### config.mk
export PLATFORM = sky130hd
export DESIGN_NAME = suf_flags
export DESIGN_NICKNAME = d
export VERILOG_FILES = /design/src/hw/suf_pkg.sv /design/src/hw/suf_restart_if.sv /design/src/hw/suf_edge_seq.sv /design/src/hw/suf_flags.sv /design/src/hw/suf_restart_unit.sv
export SDC_FILE = /design/constraint.sdc
export NUM_CORES = 2
export LEC_CHECK = 0
export BUFFER_PORTS_ARGS = -buffer_cell sky130_fd_sc_hd__buf_4
export CAP_MARGIN = 40
export CORE_ASPECT_RATIO = 0.7
export CORE_MARGIN = 2
export CORE_UTILIZATION = 47
export CTS_BUF_LIST = sky130_fd_sc_hd__clkbuf_4
export DETAILED_ROUTE_END_ITERATION = 16
export SETUP_SLACK_MARGIN = 0.4
export SYNTH_ARGS = -nofsm -noshare
export SYNTH_HDL_FRONTEND = slang
export SYNTH_SLANG_ARGS = --single-unit
### constraint.sdc
create_clock -name clk -period 7.1 [get_ports clk]
set_input_delay 0.355 -clock clk [delete_from_list [all_inputs] [get_ports clk]]
set_output_delay 0.355 -clock clk [all_outputs]
set_load 0.01 [all_outputs]
### src/hw/suf_pkg.sv
package suf_pkg;
	localparam int NUM_SLAVES = 16;
	localparam int NUM_UNITS = 16;
	localparam int ALIAS_UNITS = 10;
	localparam int UNIT_NUM_W = 4;
	// register offsets, byte address; word index is address divided by four
	localparam logic [7:0] ADDR_IN_ACTIVE = 8'h00;
	localparam logic [7:0] ADDR_IN_ERROR = 8'h04;
	localparam logic [7:0] ADDR_OUT_ACTIVE = 8'h08;
	localparam logic [7:0] ADDR_OUT_ERROR = 8'h0C;
	localparam logic [7:0] ADDR_RESTARTING = 8'h10;
	localparam logic [7:0] ADDR_UNIT_ERROR = 8'h14;
	localparam logic [7:0] ADDR_UNIT_DUP = 8'h18;
	localparam logic [7:0] ADDR_SUMMARY = 8'h1C;
	localparam logic [7:0] ADDR_ERR_UNIT = 8'h20;
	localparam logic [7:0] ADDR_RESTART_NEW = 8'h24;
	localparam logic [7:0] ADDR_RESTART_OLD = 8'h28;
	localparam logic [7:0] ADDR_RESTART_ALIAS = 8'h2C;
	localparam logic [7:0] ADDR_REFRESH_DIS = 8'h30;
	localparam logic [7:0] ADDR_REFRESH_DIS_OLD = 8'h34;
	localparam logic [7:0] ADDR_LAYOUT = 8'h38;
	localparam logic [7:0] ADDR_IRQ_STATUS = 8'h3C;
	localparam logic [7:0] ADDR_IRQ_MASK = 8'h40;
	// summary word fields
	localparam int SUM_FATAL_BIT = 0;
	localparam int SUM_UNIT_ERR_BIT = 1;
	// interrupt status fields
	localparam int IRQ_W = 3;
	localparam int IRQ_SLAVE_ERR_BIT = 0;
	localparam int IRQ_UNIT_ERR_BIT = 1;
	localparam int IRQ_FATAL_BIT = 2;
	// layout select: 0 newer, 1 older
	localparam int LAYOUT_OLD_BIT = 0;
	localparam logic [15:0] ZERO16 = 16'h0000;
	// restart duration in cycles of a 50 MHz clock
	localparam int CLK_HZ = 50000000;
	localparam int RESTART_US = 10;
	localparam int RESTART_CYCLES = (RESTART_US * (CLK_HZ / 1000000));
endpackage

### src/hw/suf_restart_if.sv
`timescale 1ns/10ps
interface suf_restart_if;
	logic request;
	logic busy;
	modport ctrl (output request, input busy);
	modport unit (input request, output busy);
endinterface

### src/hw/suf_edge_seq.sv
`timescale 1ns/10ps
module suf_edge_seq (
	// clocking
	input wire logic clk,
	input wire logic srst,
	input wire logic ce,
	// level and result
	input wire logic level,
	output logic fire
);
	logic seen_high;
	logic prev;
	// off, on, off: fire on the falling edge after a high was seen
	assign fire = prev && !level && seen_high;
	always_ff @(posedge clk) begin
		if (srst) begin
			prev <= 1'b0;
			seen_high <= 1'b0;
		end else if (ce) begin
			prev <= level;
			if (level && !prev) begin
				seen_high <= 1'b1;
			end else if (fire) begin
				seen_high <= 1'b0;
			end
		end
	end
	chk_fire_after_fall: assert property (@(posedge clk) disable iff (srst)
		fire |-> $past(level) == 1'b1 || !ce) else $error("fire without prior high");
endmodule

### src/hw/suf_flags.sv
// The strobed register port and the register addresses were decided locally.
`timescale 1ns/10ps
module suf_flags #(
	parameter int NSLV = suf_pkg::NUM_SLAVES,
	parameter int NUNIT = suf_pkg::NUM_UNITS,
	parameter int RESTART_CYCLES = suf_pkg::RESTART_CYCLES
) (
	// clocking
	input wire logic clk,
	input wire logic srst,
	input wire logic ce,
	// register port
	input wire logic [7:0] addr,
	input wire logic [31:0] wdata,
	input wire logic wr,
	input wire logic rd,
	output logic [31:0] rdata,
	// slave link status, pin side
	input wire logic [15:0] in_slave_join,
	input wire logic [15:0] in_slave_drop,
	input wire logic [15:0] out_slave_join,
	input wire logic [15:0] out_slave_drop,
	// unit events, pin side
	input wire logic [15:0] unit_dup,
	input wire logic [15:0] unit_xfer_err,
	input wire logic word_dup,
	input wire logic [15:0] unit_on_slave_rack,
	// results
	output logic [15:0] in_data_valid,
	output logic [15:0] out_data_valid,
	output logic [15:0] refresh_en,
	output logic [15:0] unit_restarting,
	output logic irq
);
	initial begin
		if (NSLV != 16 || NUNIT != 16) $error("only 16 slaves and 16 units supported");
	end
	// two-stage synchronisers for pin inputs
	localparam int SW = 16 * 7 + 1;
	logic [SW-1:0] sync1, sync2;
	always_ff @(posedge clk) begin
		if (srst) begin
			sync1 <= '0;
			sync2 <= '0;
		end else if (ce) begin
			sync1 <= {in_slave_join, in_slave_drop, out_slave_join, out_slave_drop,
				unit_dup, unit_xfer_err, word_dup, unit_on_slave_rack};
			sync2 <= sync1;
		end
	end
	wire [15:0] s_in_join = sync2[SW-1 -: 16];
	wire [15:0] s_in_drop = sync2[SW-17 -: 16];
	wire [15:0] s_out_join = sync2[SW-33 -: 16];
	wire [15:0] s_out_drop = sync2[SW-49 -: 16];
	wire [15:0] s_dup = sync2[SW-65 -: 16];
	wire [15:0] s_xfer = sync2[SW-81 -: 16];
	wire s_word_dup = sync2[16];
	wire [15:0] s_rack = sync2[15:0];

	// software registers
	logic [15:0] in_active, in_error, out_active, out_error;
	logic [15:0] unit_error, unit_dup_flags, restart_new, restart_old, restart_alias;
	logic [15:0] refresh_dis, refresh_dis_old;
	logic fatal, summary_err, layout_old;
	logic [3:0] err_unit;
	logic [suf_pkg::IRQ_W-1:0] irq_status, irq_mask;

	wire wr_hit_new = wr && addr == suf_pkg::ADDR_RESTART_NEW;
	wire wr_hit_old = wr && addr == suf_pkg::ADDR_RESTART_OLD;
	wire wr_hit_alias = wr && addr == suf_pkg::ADDR_RESTART_ALIAS;
	wire wr_hit_rdis = wr && addr == suf_pkg::ADDR_REFRESH_DIS;
	wire wr_hit_rdold = wr && addr == suf_pkg::ADDR_REFRESH_DIS_OLD;
	wire wr_hit_layout = wr && addr == suf_pkg::ADDR_LAYOUT;
	wire wr_hit_istat = wr && addr == suf_pkg::ADDR_IRQ_STATUS;
	wire wr_hit_imask = wr && addr == suf_pkg::ADDR_IRQ_MASK;

	// restart detection per unit, either layout
	logic [15:0] fire_new, fire_old, fire_alias, restart_go, busy;
	wire [15:0] alias_lvl = restart_alias & 16'h03FF;
	genvar g;
	generate
		for (g = 0; g < 16; g++) begin : g_unit
			suf_restart_if rif ();
			suf_edge_seq u_new (.clk(clk), .srst(srst), .ce(ce),
				.level(restart_new[g]), .fire(fire_new[g]));
			suf_edge_seq u_old (.clk(clk), .srst(srst), .ce(ce),
				.level(restart_old[g]), .fire(fire_old[g]));
			suf_edge_seq u_alias (.clk(clk), .srst(srst), .ce(ce),
				.level(alias_lvl[g]), .fire(fire_alias[g]));
			// newer layout: set then clear; older: off-on-off, units 0-9 also via alias
			assign restart_go[g] = layout_old ? (fire_old[g] | fire_alias[g]) : fire_new[g];
			assign rif.request = restart_go[g];
			assign busy[g] = rif.busy;
			suf_restart_unit #(.CYCLES(RESTART_CYCLES)) u_rst (.clk(clk), .srst(srst),
				.ce(ce), .rif(rif));
		end
	endgenerate

	// any restart clears slave flags, as power-on does
	wire restart_any = |restart_go;
	wire [15:0] dup_err = s_dup | s_xfer;
	wire any_err = |dup_err;
	logic [3:0] next_err_unit;
	always_comb begin
		next_err_unit = err_unit;
		for (int i = 15; i >= 0; i--) begin
			if (dup_err[i]) next_err_unit = 4'(i);
		end
	end
	wire [15:0] dis_eff = layout_old ? (refresh_dis_old | (refresh_dis & 16'h03FF)) : refresh_dis;
	wire [suf_pkg::IRQ_W-1:0] irq_ev = {fatal == 1'b0 && (|s_dup || s_word_dup),
		any_err, |((s_in_drop & in_active) | (s_out_drop & out_active))};

	always_ff @(posedge clk) begin
		if (srst) begin
			{in_active, in_error, out_active, out_error} <= '0;
			{unit_error, unit_dup_flags, restart_new, restart_old, restart_alias} <= '0;
			{refresh_dis, refresh_dis_old, fatal, summary_err, layout_old, err_unit} <= '0;
			{irq_status, irq_mask} <= '0;
		end else if (ce) begin
			if (restart_any) begin
				{in_active, in_error, out_active, out_error} <= '0;
			end else begin
				in_active <= in_active | s_in_join;
				out_active <= out_active | s_out_join;
				// dropout of an active slave sets the error; rejoin restores normal
				in_error <= (in_error & ~s_in_join) | (s_in_drop & in_active);
				out_error <= (out_error & ~s_out_join) | (s_out_drop & out_active);
			end
			if (|s_dup || s_word_dup) fatal <= 1'b1;
			unit_dup_flags <= unit_dup_flags | s_dup;
			unit_error <= unit_error | dup_err;
			if (any_err) begin
				summary_err <= 1'b1;
				err_unit <= next_err_unit;
			end
			if (wr_hit_new) restart_new <= wdata[15:0];
			if (wr_hit_old) restart_old <= wdata[15:0];
			if (wr_hit_alias) restart_alias <= wdata[15:0];
			if (wr_hit_rdis) refresh_dis <= wdata[15:0];
			if (wr_hit_rdold) refresh_dis_old <= wdata[15:0];
			if (wr_hit_layout) layout_old <= wdata[suf_pkg::LAYOUT_OLD_BIT];
			if (wr_hit_imask) irq_mask <= wdata[suf_pkg::IRQ_W-1:0];
			// set wins over the write-one clear
			irq_status <= (irq_status & ~(wr_hit_istat ? wdata[suf_pkg::IRQ_W-1:0] : '0))
				| irq_ev;
		end
	end

	// read decode
	logic [15:0] rword;
	always_comb begin
		if (addr == suf_pkg::ADDR_IN_ACTIVE) rword = in_active;
		else if (addr == suf_pkg::ADDR_IN_ERROR) rword = in_error;
		else if (addr == suf_pkg::ADDR_OUT_ACTIVE) rword = out_active;
		else if (addr == suf_pkg::ADDR_OUT_ERROR) rword = out_error;
		else if (addr == suf_pkg::ADDR_RESTARTING) rword = busy;
		else if (addr == suf_pkg::ADDR_UNIT_ERROR) rword = unit_error;
		else if (addr == suf_pkg::ADDR_UNIT_DUP) rword = unit_dup_flags;
		else if (addr == suf_pkg::ADDR_SUMMARY) rword = {14'h0000, summary_err, fatal};
		else if (addr == suf_pkg::ADDR_ERR_UNIT) rword = {12'h000, err_unit};
		else if (addr == suf_pkg::ADDR_RESTART_NEW) rword = restart_new;
		else if (addr == suf_pkg::ADDR_RESTART_OLD) rword = restart_old;
		// alias word reads back restart_alias; unit errors 0-9 mirror at the alias address plus 0x40 in either layout
		else if (addr == suf_pkg::ADDR_RESTART_ALIAS) rword = restart_alias;
		else if (addr == suf_pkg::ADDR_REFRESH_DIS) rword = refresh_dis;
		else if (addr == suf_pkg::ADDR_REFRESH_DIS_OLD) rword = refresh_dis_old;
		else if (addr == suf_pkg::ADDR_LAYOUT) rword = {15'h0000, layout_old};
		else if (addr == suf_pkg::ADDR_IRQ_STATUS) rword = {13'h0000, irq_status};
		else if (addr == suf_pkg::ADDR_IRQ_MASK) rword = {13'h0000, irq_mask};
		else rword = suf_pkg::ZERO16;
	end
	wire [15:0] unit_err_alias = unit_error & 16'h03FF;
	wire [15:0] rword_sel = (addr == suf_pkg::ADDR_RESTART_ALIAS + 8'h40) ? unit_err_alias : rword;

	always_ff @(posedge clk) begin
		if (srst) begin
			rdata <= 32'h00000000;
			in_data_valid <= 16'h0000;
			out_data_valid <= 16'h0000;
			refresh_en <= 16'h0000;
			unit_restarting <= 16'h0000;
			irq <= 1'b0;
		end else if (ce) begin
			rdata <= rd ? {16'h0000, rword_sel} : 32'h00000000;
			in_data_valid <= in_active & ~in_error;
			out_data_valid <= out_active & ~out_error;
			refresh_en <= ~dis_eff | s_rack;
			unit_restarting <= busy;
			irq <= |(irq_status & irq_mask);
		end
	end

	chk_active_sticky: assert property (@(posedge clk) disable iff (srst)
		ce && !restart_any && in_active[0] |=> in_active[0]) else $error("active dropped");
	chk_restart_clears: assert property (@(posedge clk) disable iff (srst)
		ce && restart_any |=> in_error == 16'h0000 && out_active == 16'h0000) else
		$error("restart left flags");
	chk_valid_needs_active: assert property (@(posedge clk) disable iff (srst)
		in_data_valid[0] |-> $past(in_active[0])) else $error("valid before active");
	chk_fatal_on_dup: assert property (@(posedge clk) disable iff (srst)
		ce && s_word_dup |=> fatal) else $error("fatal not raised");
	chk_summary_on_err: assert property (@(posedge clk) disable iff (srst)
		ce && any_err |=> summary_err && unit_error != 16'h0000) else
		$error("summary not set");
	chk_dup_flags: assert property (@(posedge clk) disable iff (srst)
		ce && s_dup[3] |=> unit_dup_flags[3] && unit_error[3]) else
		$error("dup flag missing");
	chk_restarting_held: assert property (@(posedge clk) disable iff (srst)
		ce && restart_go[2] |=> ##1 unit_restarting[2]) else $error("restarting not shown");
	chk_refresh_off: assert property (@(posedge clk) disable iff (srst)
		ce && !layout_old && refresh_dis[11] && !s_rack[11] |=> !refresh_en[11]) else
		$error("refresh not disabled");
	cov_restart_new: cover property (@(posedge clk) ce && !layout_old && restart_go[1]);
	cov_restart_alias: cover property (@(posedge clk) ce && layout_old && fire_alias[2]);
	cov_slave_drop: cover property (@(posedge clk) ce && |in_error);
	cov_irq: cover property (@(posedge clk) irq);
endmodule

### src/hw/suf_restart_unit.sv
`timescale 1ns/10ps
module suf_restart_unit #(
	parameter int CYCLES = suf_pkg::RESTART_CYCLES
) (
	// clocking
	input wire logic clk,
	input wire logic srst,
	input wire logic ce,
	// handshake
	suf_restart_if.unit rif
);
	initial begin
		if (CYCLES < 1) $error("CYCLES must be at least one");
	end
	logic [31:0] count;
	logic busy_q;
	assign rif.busy = busy_q;
	// busy from request until the count has run out
	always_ff @(posedge clk) begin
		if (srst) begin
			busy_q <= 1'b0;
			count <= 32'h00000000;
		end else if (ce) begin
			if (rif.request) begin
				busy_q <= 1'b1;
				count <= 32'(CYCLES - 1);
			end else if (busy_q && count != 32'h00000000) begin
				count <= count - 32'h00000001;
			end else begin
				busy_q <= 1'b0;
			end
		end
	end
	chk_busy_on_request: assert property (@(posedge clk) disable iff (srst)
		ce && rif.request |=> rif.busy) else $error("restart busy not set");
endmodule

==> flow_summary_export.csv <==
group,metric,value,unit
timing,worst_pin_slew,0.906,ns
clocking,cts_buffers,298,
synth,synth_most_common_cell,"dfxtp_1",
floorplanning,fp.dieW,388,um
floorplanning,die_h,273,um
final_layout,largest_register,"g_unit.u_rst.count",
power_and_ir_drop,cellPowerDensity,214,nW/um^2
clocking,clock_latency,1.24,ns
synth,synth_common_cells,"dfxtp_1 (1108), nor2_1 (1007), nand2_1 (580)",
timing,hold_viol,0,
synth,ys_warn_count,0,
floorplanning,num_rows,98,
place,place_hpwl,90.1,mm
clocking,cts_tree,"yes",
worst_setup_path,crit_type,"reg2reg",
global_route,use_met2,0.378,
timing,fmax,304,MHz
route,dr.pass1.iters,8,
global_route,met1_usage,0.352,
place,port_buffers,222,
route,routed_via_density,5.47,
timing,fin_crit_sh,0.464,
power_and_ir_drop,power_leakage,23.2,nW
global_route,first_global_vias,41100,
worst_setup_path,required,8.11,ns
final_layout,drive_above_1_share,0.120,
worst_setup_path,cp-start-kind,"flip-flop",
synth,syn_area,48500,um^2
global_route,grt_pass1_wl,220,mm
synth,synth_flop_cell,"dfxtp_1",
global_route,grt_max_degree,107,
final_layout,nets,6564,
route,drc,0,
synth,async_flop_share,0,
synth,synth_edf_count,0,
synth,ys_seq_area_frac,0.458,
timing,setup_viol,0,
route,wl,137,mm
final_layout,n_fill_cell,9296,
outcome,outcome,"finished clean",
floorplanning,initial_utilization,0.474,
global_route,top_usage_layer,"met2",
timing,period_minus_slack,3.29,ns
global_route,met3_usage,0.0693,
timing,clock-skew-final,0.111,ns
route,num_vias,43300,
final_layout,top_regs,"g_unit.u_rst.count: 512 flops, sync1: 113 flops, sync2: 113 flops",
synth,synth_top_area_frac,0.458,
clocking,clk_pin_slew,0.06,ns
global_route,grtUsageTotal,0.254,
timing,rsz0062_at_grt,"false",
floorplanning,die_area,106000,um^2
job,drv_cap,0,
timing,slew_headroom,0.387,
clocking,cts_sinks,1108,
route,drt-initial-drc-count,3154,
clocking,cts_root_buf,"clkbuf_4",
final_layout,finalNonFillerCells,7920,
place,place.gp.congestion,0.946,
synth,syn_area_per_cell,8.43,um^2
place,placed_cells,7099,
synth,yosysUniqueCellTypes,94,
final_layout,syn_to_final_growth,20.2,%
synth,synthTopCellsByArea,"dfxtp_1 (46%), nor2_1 (7.8%), mux2i_1 (6.0%)",
global_route,antenna_found_initial,7,
route,ant_nets,0,
min_path,hold_path_class,"in2reg",
clocking,cts.path.max_buffers,4,
global_route,overflow,0,
worst_setup_path,crit_fanout,20,
floorplanning,core,102000,um^2
floorplanning,num_io_pins,255,
clocking,post_cts_buffers,0,
clocking,htree_levels,5,
worst_setup_path,cp.arrival,4.31,ns
synth,synth_area_leader_cell,"dfxtp_1",
power_and_ir_drop,peakVddDrop,164,uV
worst_setup_path,worst_setup_path_end_kind,"flip-flop",
synth,ys_ff_latch,1108,
route,wl_per_cell,17.4,um
timing,report.final.slew_viol_count,0,
timing,finalSetupTns,0,ns
final_layout,largest_reg_flops,512,
synth,synth_cells,5747,
-- power breakdown --
group          internal [mW]  switching (mW)  total (mW)
logic                  0.335           0.383       0.718
clock network           2.74            2.61        5.35
registers               6.30          0.0741        6.38
-- final cells by class --
class / instances / area [um^2] / area share
diodes: 7 / 17.5 / 0.000301
flip-flops and latches: 1108 / 22200 / 0.381
repair buffers: 654 / 5960 / 0.102
clock inverters: 51 / 223 / 0.00382
multi-input cells: 4251 / 24700 / 0.425
well taps: 1350 / 1690 / 0.0290
clock buffers: 422 / 3170 / 0.0544
inverters: 77 / 294 / 0.00505
-- critical path: stages, from the launching register on --
cell and delay [ns]:
dfxtp_1 0.34, or4_1 0.66, nor4b_2 0.63, and3b_1 0.25
nand4_1 0.65, nand3_1 0.36, xor2_1 0.17, nor2_1 0.06
-- stage by stage --
stage / util / power (mW) / setup WS (ns) / instance area [um^2] / hold WS, ns
6_report: 0.570 / 12.4 / 3.81 / 58300 / 0.219
5_1_grt: 0.570 / 13.0 / 3.56 / 58300 / 0.165
4_1_cts: 0.570 / 12.6 / 3.82 / 58200 / 0.0935
3_5_place_dp: 0.504 / 7.07 / 3.74 / 51400 / 0.447
3_3_place_gp: 0.500 / 7.04 / 3.78 / 51000 / 0.437
2_1_floorplan: - / 6.85 / 4.37 / 48500 / 0.425
-- routing by layer --
metal | wire [um] | up-vias | share of wire
met1 | 64300 | 20300 | 0.47
met2 | 59100 | 1235 | 0.43
met5 | 124 | - | 0.00090
met3 | 10900 | 225 | 0.079
li1 | - | 21600 | -
met4 | 3060 | 4 | 0.022
-- kinds of logic after synthesis --
logic type                 synth area share
and+or+nand+nor                       0.249
AOI/OAI and AO/OA                     0.124
adders and majority gates           0.00413
other                             0.0000774
buffers and inverters                0.0335
xor gates and xnor gates             0.0701
DFF                                   0.458
muxes                                0.0608
-- cell usage in the layout, fill, tap and decap left out, types with 16 or more instances in the layout --
cell type      Yosys  layout
dfxtp_1         1108    1107
nor2_1          1007    1006
nand2_1          580     580
a21oi_1          470     470
clkbuf_4           0     422
dlygate4sd3_1      0     341
mux2i_1          291     291
buf_4             16     287
xor2_1           211     211
o21ai_0          197     197
xnor2_1          177     177
nor3_1           156     156
nor4_1           125     124
nand3_1          110     110
or3_1             95      95
nand3b_1          90      90
or4_1             79      79
inv_1             73      73
nand4_1           55      55
nor3b_1           45      45
a211oi_1          43      43
o21ai_1           39      39
clkinv_1           0      37
nand2b_1          35      35
nand4b_1          34      34
o31ai_1           26      26
a31oi_1           24      24
a311oi_1          22      22
a22oi_1           20      20
o22ai_1           18      18
a221oi_1          17      17
buf_8              0      17
nor4b_1           18      16
ha_1              16      16
conb_1             1      16
-- repair_timing --
item	in CTS	in global routing
resized for setup	0	0
endpoints found under the hold margin	473	0
hold buffers	341	0
-- path summary, 6_finish.rpt --
check	startpoint	end	slack (ns)	cells after the start
worst max-delay path	g_unit[13].u_rst.count[2]	g_unit[13].u_rst.count[13]	3.81	7
worst min-delay path	rd	rdata[4]	0.22	4
worst max register to register	g_unit[13].u_rst.count[2]	g_unit[13].u_rst.count[13]	3.81	7
worst min register to register	sync1[78]	sync2[78]	0.45	2
Note: power is estimated with default switching activity, not from simulation.
